File: src/iso_rx_pkg.sv
// Constants and carriers for the isochronous receive start and filter block.
// Assumes a 16-bit Avalon-MM byte address and one 250 MHz clock.
package iso_rx_pkg;
	// ==========================================
	// Register map
	localparam int NUM_CTX = 8;
	localparam logic [15:0] CTX_STRIDE = 16'h0020;
	localparam logic [15:0] CTRL_BASE = 16'h0400;
	localparam logic [15:0] PTR_BASE = 16'h040C;
	localparam logic [15:0] MATCH_BASE = 16'h410C;
	localparam logic [15:0] MASK_LO_ADDR = 16'h0600;
	localparam logic [15:0] MASK_HI_ADDR = 16'h0604;
	localparam logic [15:0] LINK_CTRL_ADDR = 16'h0610;
	localparam logic [31:0] REG_RESET = 32'h0000_0000;
	// ==========================================
	// Field positions
	localparam int CTRL_RUN = 15;
	localparam int CTRL_ACTIVE = 10;
	localparam int CTRL_CYC_EN = 29;
	localparam int CTRL_MULTI = 28;
	localparam int MATCH_TAG_LO = 28;
	localparam int MATCH_RSVD_HI = 27;
	localparam int MATCH_CYC_HI = 26;
	localparam int MATCH_CYC_LO = 12;
	localparam int MATCH_SYNC_HI = 11;
	localparam int MATCH_SYNC_LO = 8;
	localparam int MATCH_RSVD_LO = 7;
	localparam int MATCH_FILTER = 6;
	localparam int PTR_ADDR_LO = 4;
	localparam int TMR_SEC_LO = 25;
	localparam int TMR_CYC_HI = 24;
	localparam int TMR_CYC_LO = 12;
	localparam int LINK_LOCK = 0;
	localparam logic [1:0] TAG_01 = 2'h1;
	localparam logic [31:0] MATCH_RSVD_MASK = 32'h0800_0080;
	localparam int BUF_DEPTH = 2;
	// ==========================================
	// Carriers
	typedef struct packed {
		logic [1:0] tag;
		logic [5:0] chan;
		logic [3:0] sync;
		logic [31:0] data;
	} pkt_t;
	typedef struct packed {
		logic [7:0] ctx_mask;
		logic [31:0] data;
	} out_t;
	typedef struct packed {
		logic [2:0] ctx;
		logic [27:0] first_block_address;
		logic [3:0] count;
	} fetch_t;
endpackage : iso_rx_pkg

File: src/iso_rx_start_filter.sv
// Start pointer, start-cycle and packet acceptance for eight iso receive contexts.
// Assumes a synchronous Avalon-MM master and a link layer that offers one packet
// word at a time with its tag, channel and sync fields.
// How it works
// - Run set fetches first block at pointer
// - Eight contexts, registers every 32 bytes
// - Pointer low nibble gives descriptor count
// - Tag enable bits gate accepted tags
// - Cycle-match start waits for timer equality
// - Wait-sync descriptors compare sync field
// - Tag-01 filter needs sync top bits zero
// - Filter lock forces filter bit, read-only
// - Accept only the selected channel
// - Match bits 27 and 7 read zero
// - Multi-channel mode uses channel masks
// - Hardware clears cycle-match enable on activity
//
// The Avalon-MM interface to the registers was decided locally.
`timescale 1ns/10ps
module iso_rx_start_filter (
	input wire logic REF_CLK_I,
	input wire logic RST_N_I,
	input wire logic [15:0] AVS_ADDRESS_I,
	input wire logic AVS_READ_I,
	input wire logic AVS_WRITE_I,
	input wire logic [31:0] AVS_WRITEDATA_I,
	input wire logic [3:0] AVS_BYTEENABLE_I,
	output logic [31:0] AVS_READDATA_O,
	output logic AVS_WAITREQUEST_O,
	input wire logic [31:0] CYCLE_TIMER_I,
	input wire logic [7:0] WAIT_SYNC_I,
	input wire iso_rx_pkg::pkt_t PKT_I,
	input wire logic PKT_VALID_I,
	output logic PKT_READY_O,
	output iso_rx_pkg::out_t OUT_O,
	output logic OUT_VALID_O,
	input wire logic OUT_READY_I,
	output iso_rx_pkg::fetch_t FETCH_O,
	output logic FETCH_VALID_O,
	input wire logic FETCH_READY_I
);
	import iso_rx_pkg::*;

	// ==========================================
	// Decoding
	function automatic logic ctx_hit(input logic [15:0] a, input logic [15:0] base);
		logic [15:0] off;
		off = a - base;
		ctx_hit = (off[15:8] == 8'h00) && (off[4:0] == 5'h00);
	endfunction : ctx_hit

	function automatic logic [31:0] merge(input logic [31:0] old, input logic [31:0] wd,
		input logic [3:0] be);
		logic [31:0] r;
		r = old;
		for (int b = 0; b < 4; b++) begin
			if (be[b]) begin
				r[8*b +: 8] = wd[8*b +: 8];
			end
		end
		merge = r;
	endfunction : merge

	logic ack;
	logic [31:0] ctrl [NUM_CTX];
	logic [31:0] ptr [NUM_CTX];
	logic [31:0] match [NUM_CTX];
	logic [31:0] mask_lo;
	logic [31:0] mask_hi;
	logic [31:0] link_ctrl;
	logic [7:0] active;
	logic [7:0] pend;
	logic [7:0] run_q;
	logic [7:0] acc;
	logic [31:0] rd_mux;
	logic [2:0] fetch_ctx;
	logic [1:0] wr_ptr;
	logic [1:0] rd_ptr;
	logic [1:0] fill;
	out_t buf_mem [BUF_DEPTH];

	wire req = AVS_READ_I | AVS_WRITE_I;
	wire wr_go = AVS_WRITE_I & ack;
	wire lock = link_ctrl[LINK_LOCK];
	wire hit_ctrl = ctx_hit(AVS_ADDRESS_I, CTRL_BASE);
	wire hit_ptr = ctx_hit(AVS_ADDRESS_I, PTR_BASE);
	wire hit_match = ctx_hit(AVS_ADDRESS_I, MATCH_BASE);
	wire [2:0] idx_ctrl = 3'((AVS_ADDRESS_I - CTRL_BASE) >> 5);
	wire [2:0] idx_ptr = 3'((AVS_ADDRESS_I - PTR_BASE) >> 5);
	wire [2:0] idx_match = 3'((AVS_ADDRESS_I - MATCH_BASE) >> 5);
	wire [63:0] chan_mask = {mask_hi, mask_lo};
	wire [14:0] now_cycle = {CYCLE_TIMER_I[TMR_SEC_LO +: 2],
		CYCLE_TIMER_I[TMR_CYC_HI:TMR_CYC_LO]};
	wire buf_full = (fill == 2'(BUF_DEPTH));
	wire buf_empty = (fill == 2'h0);
	wire take = PKT_VALID_I & PKT_READY_O;
	wire push = take & (acc != 8'h00);
	wire pop = OUT_VALID_O & OUT_READY_I;

	// ==========================================
	// Bus slave: one wait cycle, then the access completes
	assign AVS_WAITREQUEST_O = req & ~ack;

	always_ff @(posedge REF_CLK_I or negedge RST_N_I) begin
		if (!RST_N_I) begin
			ack <= 1'b0;
		end else begin
			ack <= req & ~ack;
		end
	end

	always_comb begin
		rd_mux = 32'h0000_0000;
		if (hit_ctrl) begin
			rd_mux = ctrl[idx_ctrl];
			rd_mux[CTRL_ACTIVE] = active[idx_ctrl];
		end else if (hit_ptr) begin
			rd_mux = ptr[idx_ptr];
		end else if (hit_match) begin
			rd_mux = match[idx_match] & ~MATCH_RSVD_MASK;
			rd_mux[MATCH_FILTER] = match[idx_match][MATCH_FILTER] | lock;
		end else if (AVS_ADDRESS_I == MASK_LO_ADDR) begin
			rd_mux = mask_lo;
		end else if (AVS_ADDRESS_I == MASK_HI_ADDR) begin
			rd_mux = mask_hi;
		end else if (AVS_ADDRESS_I == LINK_CTRL_ADDR) begin
			rd_mux = link_ctrl;
		end
	end

	// Read data latched in the wait cycle so it is steady at completion
	always_ff @(posedge REF_CLK_I or negedge RST_N_I) begin
		if (!RST_N_I) begin
			AVS_READDATA_O <= 32'h0000_0000;
		end else if (AVS_READ_I & ~ack) begin
			AVS_READDATA_O <= rd_mux;
		end
	end

	always_ff @(posedge REF_CLK_I or negedge RST_N_I) begin
		if (!RST_N_I) begin
			mask_lo <= REG_RESET;
			mask_hi <= REG_RESET;
			link_ctrl <= REG_RESET;
		end else if (wr_go) begin
			if (AVS_ADDRESS_I == MASK_LO_ADDR) begin
				mask_lo <= merge(mask_lo, AVS_WRITEDATA_I, AVS_BYTEENABLE_I);
			end
			if (AVS_ADDRESS_I == MASK_HI_ADDR) begin
				mask_hi <= merge(mask_hi, AVS_WRITEDATA_I, AVS_BYTEENABLE_I);
			end
			if (AVS_ADDRESS_I == LINK_CTRL_ADDR) begin
				link_ctrl <= merge(link_ctrl, AVS_WRITEDATA_I, AVS_BYTEENABLE_I);
			end
		end
	end

	// ==========================================
	// Per-context registers, start and acceptance
	genvar n;
	generate
		for (n = 0; n < NUM_CTX; n++) begin : g_ctx
			wire wr_c = wr_go & hit_ctrl & (idx_ctrl == 3'(n));
			wire wr_p = wr_go & hit_ptr & (idx_ptr == 3'(n));
			wire wr_m = wr_go & hit_match & (idx_match == 3'(n));
			wire run = ctrl[n][CTRL_RUN];
			wire cyc_ok = now_cycle == match[n][MATCH_CYC_HI:MATCH_CYC_LO];
			wire go = run & ~active[n] & (~ctrl[n][CTRL_CYC_EN] | cyc_ok);
			wire tag_ok = match[n][MATCH_TAG_LO + 32'(PKT_I.tag)];
			wire filt = match[n][MATCH_FILTER] | lock;
			wire filt_ok = ~(filt & (PKT_I.tag == TAG_01) & (PKT_I.sync[3:2] != 2'h0));
			wire chan_ok = ctrl[n][CTRL_MULTI] ? chan_mask[PKT_I.chan]
				: (PKT_I.chan == match[n][5:0]);
			wire sync_ok = ~WAIT_SYNC_I[n]
				| (PKT_I.sync == match[n][MATCH_SYNC_HI:MATCH_SYNC_LO]);
			assign acc[n] = active[n] & tag_ok & filt_ok & chan_ok & sync_ok;

			always_ff @(posedge REF_CLK_I or negedge RST_N_I) begin
				if (!RST_N_I) begin
					ctrl[n] <= REG_RESET;
				end else if (wr_c) begin
					ctrl[n] <= merge(ctrl[n], AVS_WRITEDATA_I, AVS_BYTEENABLE_I);
				end else if (go) begin
					ctrl[n][CTRL_CYC_EN] <= 1'b0;
				end
			end

			// Stored count is kept as written; keeping it legal is software's job
			always_ff @(posedge REF_CLK_I or negedge RST_N_I) begin
				if (!RST_N_I) begin
					ptr[n] <= REG_RESET;
					match[n] <= REG_RESET;
				end else begin
					if (wr_p) begin
						ptr[n] <= merge(ptr[n], AVS_WRITEDATA_I, AVS_BYTEENABLE_I);
					end
					if (wr_m) begin
						match[n] <= merge(match[n], AVS_WRITEDATA_I, AVS_BYTEENABLE_I)
							& ~MATCH_RSVD_MASK;
					end
				end
			end

			// Run rising queues a fetch; run falling drops activity
			always_ff @(posedge REF_CLK_I or negedge RST_N_I) begin
				if (!RST_N_I) begin
					run_q[n] <= 1'b0;
					pend[n] <= 1'b0;
					active[n] <= 1'b0;
				end else begin
					run_q[n] <= run;
					if (run & ~run_q[n]) begin
						pend[n] <= 1'b1;
					end else if (~run | (FETCH_VALID_O & FETCH_READY_I
						& (fetch_ctx == 3'(n)))) begin
						pend[n] <= 1'b0;
					end
					if (~run) begin
						active[n] <= 1'b0;
					end else if (go) begin
						active[n] <= 1'b1;
					end
				end
			end

		end
	endgenerate

	// ==========================================
	// Fetch request: lowest pending context first
	always_comb begin
		fetch_ctx = 3'h0;
		for (int i = NUM_CTX - 1; i >= 0; i--) begin
			if (pend[i]) begin
				fetch_ctx = 3'(i);
			end
		end
	end

	assign FETCH_VALID_O = pend != 8'h00;

	always_ff @(posedge REF_CLK_I or negedge RST_N_I) begin
		if (!RST_N_I) begin
			FETCH_O <= '0;
		end else begin
			FETCH_O.ctx <= fetch_ctx;
			FETCH_O.first_block_address <= ptr[fetch_ctx][31:PTR_ADDR_LO];
			FETCH_O.count <= ptr[fetch_ctx][3:0];
		end
	end

	// ==========================================
	// Two-entry buffer; a stalled receiver stalls the link
	assign PKT_READY_O = ~buf_full;
	assign OUT_VALID_O = ~buf_empty;

	always_ff @(posedge REF_CLK_I or negedge RST_N_I) begin
		if (!RST_N_I) begin
			wr_ptr <= 2'h0;
			rd_ptr <= 2'h0;
			fill <= 2'h0;
		end else begin
			if (push) begin
				wr_ptr <= 2'(wr_ptr[0] + 1'b1);
			end
			if (pop) begin
				rd_ptr <= 2'(rd_ptr[0] + 1'b1);
			end
			fill <= 2'(fill + 2'(push) - 2'(pop));
		end
	end

	always_ff @(posedge REF_CLK_I) begin
		if (push) begin
			buf_mem[wr_ptr[0]] <= '{ctx_mask: acc, data: PKT_I.data};
		end
	end

	assign OUT_O = buf_mem[rd_ptr[0]];
endmodule : iso_rx_start_filter

File: config.mk
export PLATFORM = sky130hd
export DESIGN_NAME = iso_rx_start_filter
export DESIGN_NICKNAME = d
export VERILOG_FILES = /design/src/iso_rx_pkg.sv /design/src/iso_rx_start_filter.sv
export SDC_FILE = /design/constraint.sdc
export NUM_CORES = 2
export LEC_CHECK = 0
export BUFFER_PORTS_ARGS = -buffer_cell sky130_fd_sc_hd__buf_4
export CORE_MARGIN = 5
export CORE_UTILIZATION = 36
export DETAILED_ROUTE_END_ITERATION = 8
export GPL_TIMING_DRIVEN = 0
export HOLD_SLACK_MARGIN = 0.05
export PLACE_DENSITY = 0.58
export SETUP_SLACK_MARGIN = 0.1
export SYNTH_ARGS = -nofsm -noshare
export SYNTH_HDL_FRONTEND = slang
export SYNTH_SLANG_ARGS = --single-unit
File: constraint.sdc
create_clock -name REF_CLK_I -period 4.3 [get_ports REF_CLK_I]
set_clock_uncertainty 0.2 [all_clocks]
set_input_delay 1.075 -clock REF_CLK_I [delete_from_list [all_inputs] [get_ports REF_CLK_I]]
set_output_delay 1.075 -clock REF_CLK_I [all_outputs]
set_load 0.01 [all_outputs]
Word-level counts from Yosys, hierarchy flattened --
Memory sizes are Yosys's and may differ from the RTL's. Cells that the tools add are included.
Word-level totals: input bits 143, memories 1, output and inout bits 111, register bits 944, RAM bits 80
Cells by class: reductions and logical operators 149, multiplexer cells 112, bitwise operators 203, $add $sub $neg 8, eq/ne operators 73, $lt $le $gt $ge 7
Memory list:
- buf_mem | words 2, width 40, rd ports 1, clocked after memory_dff 0, write ports 1, RTL line iso_rx_start_filter.sv:80 | out_t buf_mem [BUF_DEPTH];
Operator list (number):
- $mux 32 | 14
- $bmux 32 s3 | 4
- $reduce_and 2->1 | 104
- $eq 15x15->1 | 8
- $and 1x1->1 | 114
- $mux 1 | 68
- $not 1->1 | 51
- $eq 16x11->1 const B | 3
- $eq 3x3->1 const B | 16
- $eq 6x6->1 | 8
- $mux 6 | 8
- $bmux 1 s5 | 8
- $reduce_and 3->1 | 12
- $or 1x1->1 | 34
- $reduce_bool 2->1 | 17
- $eq 4x4->1 | 8
- $sub 16x11->16 const B | 2
- $eq 3x2->1 const B | 8
- $logic_not 8->1 | 3
- $mux 3 | 8
- $ge 4x4->1 const B | 4
- $ne 2x1->1 const B | 8
- $ne 2x2->1 const B | 8
- $not 3->4 | 4
- 18 further kinds | 30

Logic depth before layout (Yosys ltp) --
depth after elaboration 13, mapped depth 15, mapped depth without buffers 13

Worst setup path after synthesis --
OpenSTA, ideal clock, no wires.
kind input-to-reg, start input port PKT_I[37] (netlist bit), end memory buf_mem[0][0] (netlist bit) (enable), data arrival time 4.801 ns, library setup time 0.442 ns, cell stages on the path 10, data required time 3.658 ns, slack -1.143 ns, cell sequence buf_2 > buf_2 > buf_1 > o211ai_1 > o21ai_0 > nor3_1 > nor3_2 > o41ai_1 > a21oi_1 > nor2b_1
Between the ends: cells in the longest elaborated chain, start to end 9, elaborated cells on any way between the ends 38
RTL lines:
- from (decl) | RTL line iso_rx_start_filter.sv:32 | input wire iso_rx_pkg::pkt_t PKT_I,
- $bmux 1 s6 | RTL line iso_rx_start_filter.sv:172 | wire chan_ok = ctrl[n][CTRL_MULTI] ? chan_mask[PKT_I.chan]
- $mux 1 (not written as such) | RTL line iso_rx_start_filter.sv:172
- $mux 1 | RTL line iso_rx_start_filter.sv:172
- $and 1x1->1 (2 in a row) | RTL line iso_rx_start_filter.sv:176 | assign acc[n] = active[n] & tag_ok & filt_ok & chan_ok & sync_ok;
- $reduce_bool 8->1 * | RTL line iso_rx_start_filter.sv:97 | wire push = take & (acc != 8'h00);
- $and 1x1->1 * | RTL line iso_rx_start_filter.sv:97
- $mux 1 * | RTL line iso_rx_start_filter.sv:274 | if (push) begin
- $mux 1 (not written as such) * | RTL line iso_rx_start_filter.sv:275 | buf_mem[wr_ptr[0]] <= '{ctx_mask: acc, data: PKT_I.data};
- to (decl) | RTL line iso_rx_start_filter.sv:80
Every way passes the cells marked *; elsewhere a longest branch is shown, timed or not. The select of a mux whose other input is x is not followed.

Final worst setup path --
start input port AVS_ADDRESS_I[3], end register match[72] (netlist bit)
Between the ends: cells in the longest elaborated chain, start to end 6, elaborated cells on any way between the ends 8
RTL lines:
- from (decl) | RTL line iso_rx_start_filter.sv:23 | input wire logic [15:0] AVS_ADDRESS_I,
- $sub 16x15->16 * | RTL line iso_rx_start_filter.sv:90 | wire [2:0] idx_match = 3'((AVS_ADDRESS_I - MATCH_BASE) >> 5);
- $logic_not 8->1 or $logic_not 5->1 (tied branches) | RTL line iso_rx_start_filter.sv:49 | ctx_hit = (off[15:8] == 8'h00) && (off[4:0] == 5'h00);
- $logic_and 1x1->1 | RTL line iso_rx_start_filter.sv:49
- $and 1x1->1 | RTL line iso_rx_start_filter.sv:165 | wire wr_m = wr_go & hit_match & (idx_match == 3'(n));
- $and 1x1->1 * | RTL line iso_rx_start_filter.sv:165
- $reduce_and 2->1 (no source line) *
- to (signal, indexed assignment) | RTL line iso_rx_start_filter.sv:198 | match[n] <= merge(match[n], AVS_WRITEDATA_I, AVS_BYTEENABLE_I)
- to (decl) | RTL line iso_rx_start_filter.sv:67 | logic [31:0] match [NUM_CTX];
Every way passes the cells marked *; elsewhere a longest branch is shown, timed or not. A chain may end at the register's enable or synchronous reset.

==> flow_summary.toml <==
[outcome]
run_status = "finished, violations left"
failed_checks = "setup timing"

[floorplanning]
die_x_um = 391
io_pins = 254
die_y_um = 391
die_area_um2 = 153000
fp-row-count = 139
start_util = 0.363
fp.coreArea_um2 = 144000

[routing]
routed_wl_um = 211000
final_antenna_net_count = 0
dr.pass1.iters = 9
post-route-drc-count = 0
drt_iter0_markers = 5214
vias_per_cell = 6.08
vias = 41300
post_drt_wl_per_cell_um = 31.1

[cells_and_area]
final_util = 0.421
fillCellCount = 13800
drive_gt1_frac = 0.313
seq_area_um2 = 25800
area_growth_pct = 16.1
layoutNonFillerInstCount = 6788
fin_nets = 4928
finalInstanceArea_um2 = 60500
multi_input_area_um2 = 25300

[synth]
synthTopCellsByArea = "dfrtp_1 (45%), mux2_2 (19%), mux4_2 (5.1%)"
synth_top_area_frac = 0.449
synth_nets = 4590
yosys.area.top_type = "dfrtp_1"
async_flop_share = 0.921
synth_commonest_cells = "dfrtp_1 (936), mux2_2 (898), nand2_1 (638)"
yosys_warnings = 0
ys_seq_area_frac = 0.495
syn_area_um2 = 52200
synthFlopType = "dfrtp_1"
synth_cell_types = 67
ys_ff_latch = 1016
synth_edf_count = 80
netlist_instances = 4445
synth.most_common_cell = "dfrtp_1"
synth.avg_cell_area_um2 = 11.7

[sta]
worst_pin_slew_ns = 1.39
worst_slack_ns = -0.0289
period_minus_slack_ns = 4.33
tns_ns = -0.318
rsz0062_at_grt = "true"
slew_violations = 0
timing.final.crit_share = 1.01
hold-worst-slack_ns = 0.214
slew_headroom = 0.0761
fmax_mhz = 231
setup_violations = 21
hold_viol = 0

[pwr]
peakVddDrop_mv = 0.336
p_leak_nw = 26.7
power_density_nw_per_um2 = 353

[cts]
numClockSinks = 1016
cts_max_path_buffers = 3
clk_latency_ns = 0.75
clockRootBuffer = "clkbuf_16"
htreeDepth = 3
cts_tree = "built"
cts.clk_slew.worst_paths_ns = 0.06
numCtsBuffers = 109

[setup_path]
endpoint_kind = "flop"
crit_type = "input port to flop"
crit_family = "simple AND/OR/NAND/NOR gates"
start_kind = "input port"
crit_buf_inv = 2
cp_slowest_cell = "clkbuf_1"
cpPeakStageDelay_ns = 0.69
startpoint = "AVS_ADDRESS_I[3]"
crit_path_frequent_cell = "mux2_2"
crit_chain = "buf_4 -> a21o_1 -> nor2_1 -> mux2_2 -> and2_1 -> clkbuf_1 -> nand2_1 -> nor2_2 -> mux2_2"
cp.required_ns = 4.70
crit_arrival_ns = 4.73
cp_max_fo = 8
crit-reg2reg-launch = "mask_hi[23]"

[global_route]
gr-usage-all-layers = 0.271
grt_max_degree = 122
grt_pass1_vias = 40400
grt-ovfl-total = 0
grt_pass1_wl_um = 300000
antenna_found_initial = 15

[placed_design]
port_buffers = 203
dp_hpwl_um = 158000
place_inst = 6562
place.gp.congestion = 0.986
placed_area_um2 = 56400

[run]
drv_cap = 0

[hold_path]
hold_path_class = "flop to flop"
holdCritStartpoint = "run_q[7]"
-- layout make-up --
cell class	instances	share of cell area
clock inverter	40	0.00800
antenna	7	0.000289
timing repair buffer	224	0.0314
tap	1903	0.0393
multi-input combinational	3076	0.418
buffer	339	0.0224
sequential	1016	0.427
inverter	17	0.00105
clock buffer	166	0.0532
-- layout by cell type, fill, tap and decap left out, types with 19 or more instances in the layout --
cell type  count
a21oi_1      180
a222oi_1      33
a22oi_1       61
a311oi_1      34
a41oi_1       29
buf_1         49
buf_4        210
clkbuf_1     268
clkbuf_16    109
clkbuf_2      33
clkbuf_8      28
dfrtp_1      936
edfxtp_1      80
mux2_2       898
mux2i_1      125
mux4_2       117
nand2_1      633
nand3_1      189
nand3b_1      66
nand4_1       34
nor2_1        88
nor2_2        24
nor4_1        19
o2111ai_1     35
o211ai_1      44
o21ai_0      101
xnor2_1      112
xor2_1        94
-- power breakdown --
group / switching [mW] / leakage (nW) / internal [mW]
clock: 4.18 / 1.81 / 5.60
combinational: 1.31 / 11.1 / 0.441
sequential: 0.104 / 13.8 / 9.71
total: 5.60 / 26.7 / 15.8
-- flip-flops by register name, indices dropped and copies added, names as in the netlist --
name and count:
ctrl 248, wr_ptr 1, mask_lo 32, AVS_READDATA_O 32, buf_mem 80, active 8
pend 8, FETCH_O 35, fill 2, mask_hi 32, match 240, rd_ptr 1
ptr 256, run_q 8, ack 1, link_ctrl 32
-- worst reg2reg max path, stage by stage (launching register included) --
cell and delay (ns):
dfrtp_1 0.40, mux4_2 0.62, mux2_2 0.32, a2111oi_0 0.73
nor3_4 0.17, o41ai_1 0.17, a21oi_2 0.26, inv_1 0.11
ha_1 0.23, inv_1 0.06, ha_1 0.14, xnor2_1 0.13
xnor2_1 0.13
-- per-stage QoR --
stage	total power, mW	setup WS [ns]
after floorplan	10.6	0.183
after CTS	21.4	0.114
final	21.4	-0.0289
after global routing	21.9	-0.0514
after global placement	11.6	-9.50
after detailed placement	11.7	-1.85
-- logic make-up after synthesis --
family,count (synthesis),synth area share
compound gates,586,0.0753
simple gates,1127,0.0979
mux,1150,0.271
buf+inv,357,0.0260
flops,1016,0.495
fa+ha+maj,2,0.000480
xor+xnor,207,0.0348
-- metal layers --
metal	vias up	wire length [um]	global-route usage
li1	16900	-	-
met1	21400	83400	0.354
met2	2322	95300	0.420
met3	572	19000	0.0572
met4	8	13600	0.151
met5	-	54	0
-- path summary, 6_finish.rpt --
kind | endpoint | slack [ns] | cells after the start
min in group asynchronous | ptr[67] | 0.67 | 2
hold / removal | pend[7] | 0.21 | 1
hold reg to reg | pend[7] | 0.21 | 1
max in group asynchronous | match[55] | 1.71 | 4
setup reg to reg | fill[1] | 0.57 | 12
setup / recovery | match[72] | -0.03 | 9
-- what timing repair did --
item,4_1_cts,5_1_grt
setup endpoints to repair,691,492
gates cloned,4,0
resized for setup,62,50
hold buffers,1,0
endpoints found under the hold margin,20,0
pin swaps,5,1
setup buffers,8,1
(Power assumes the default switching activity.)
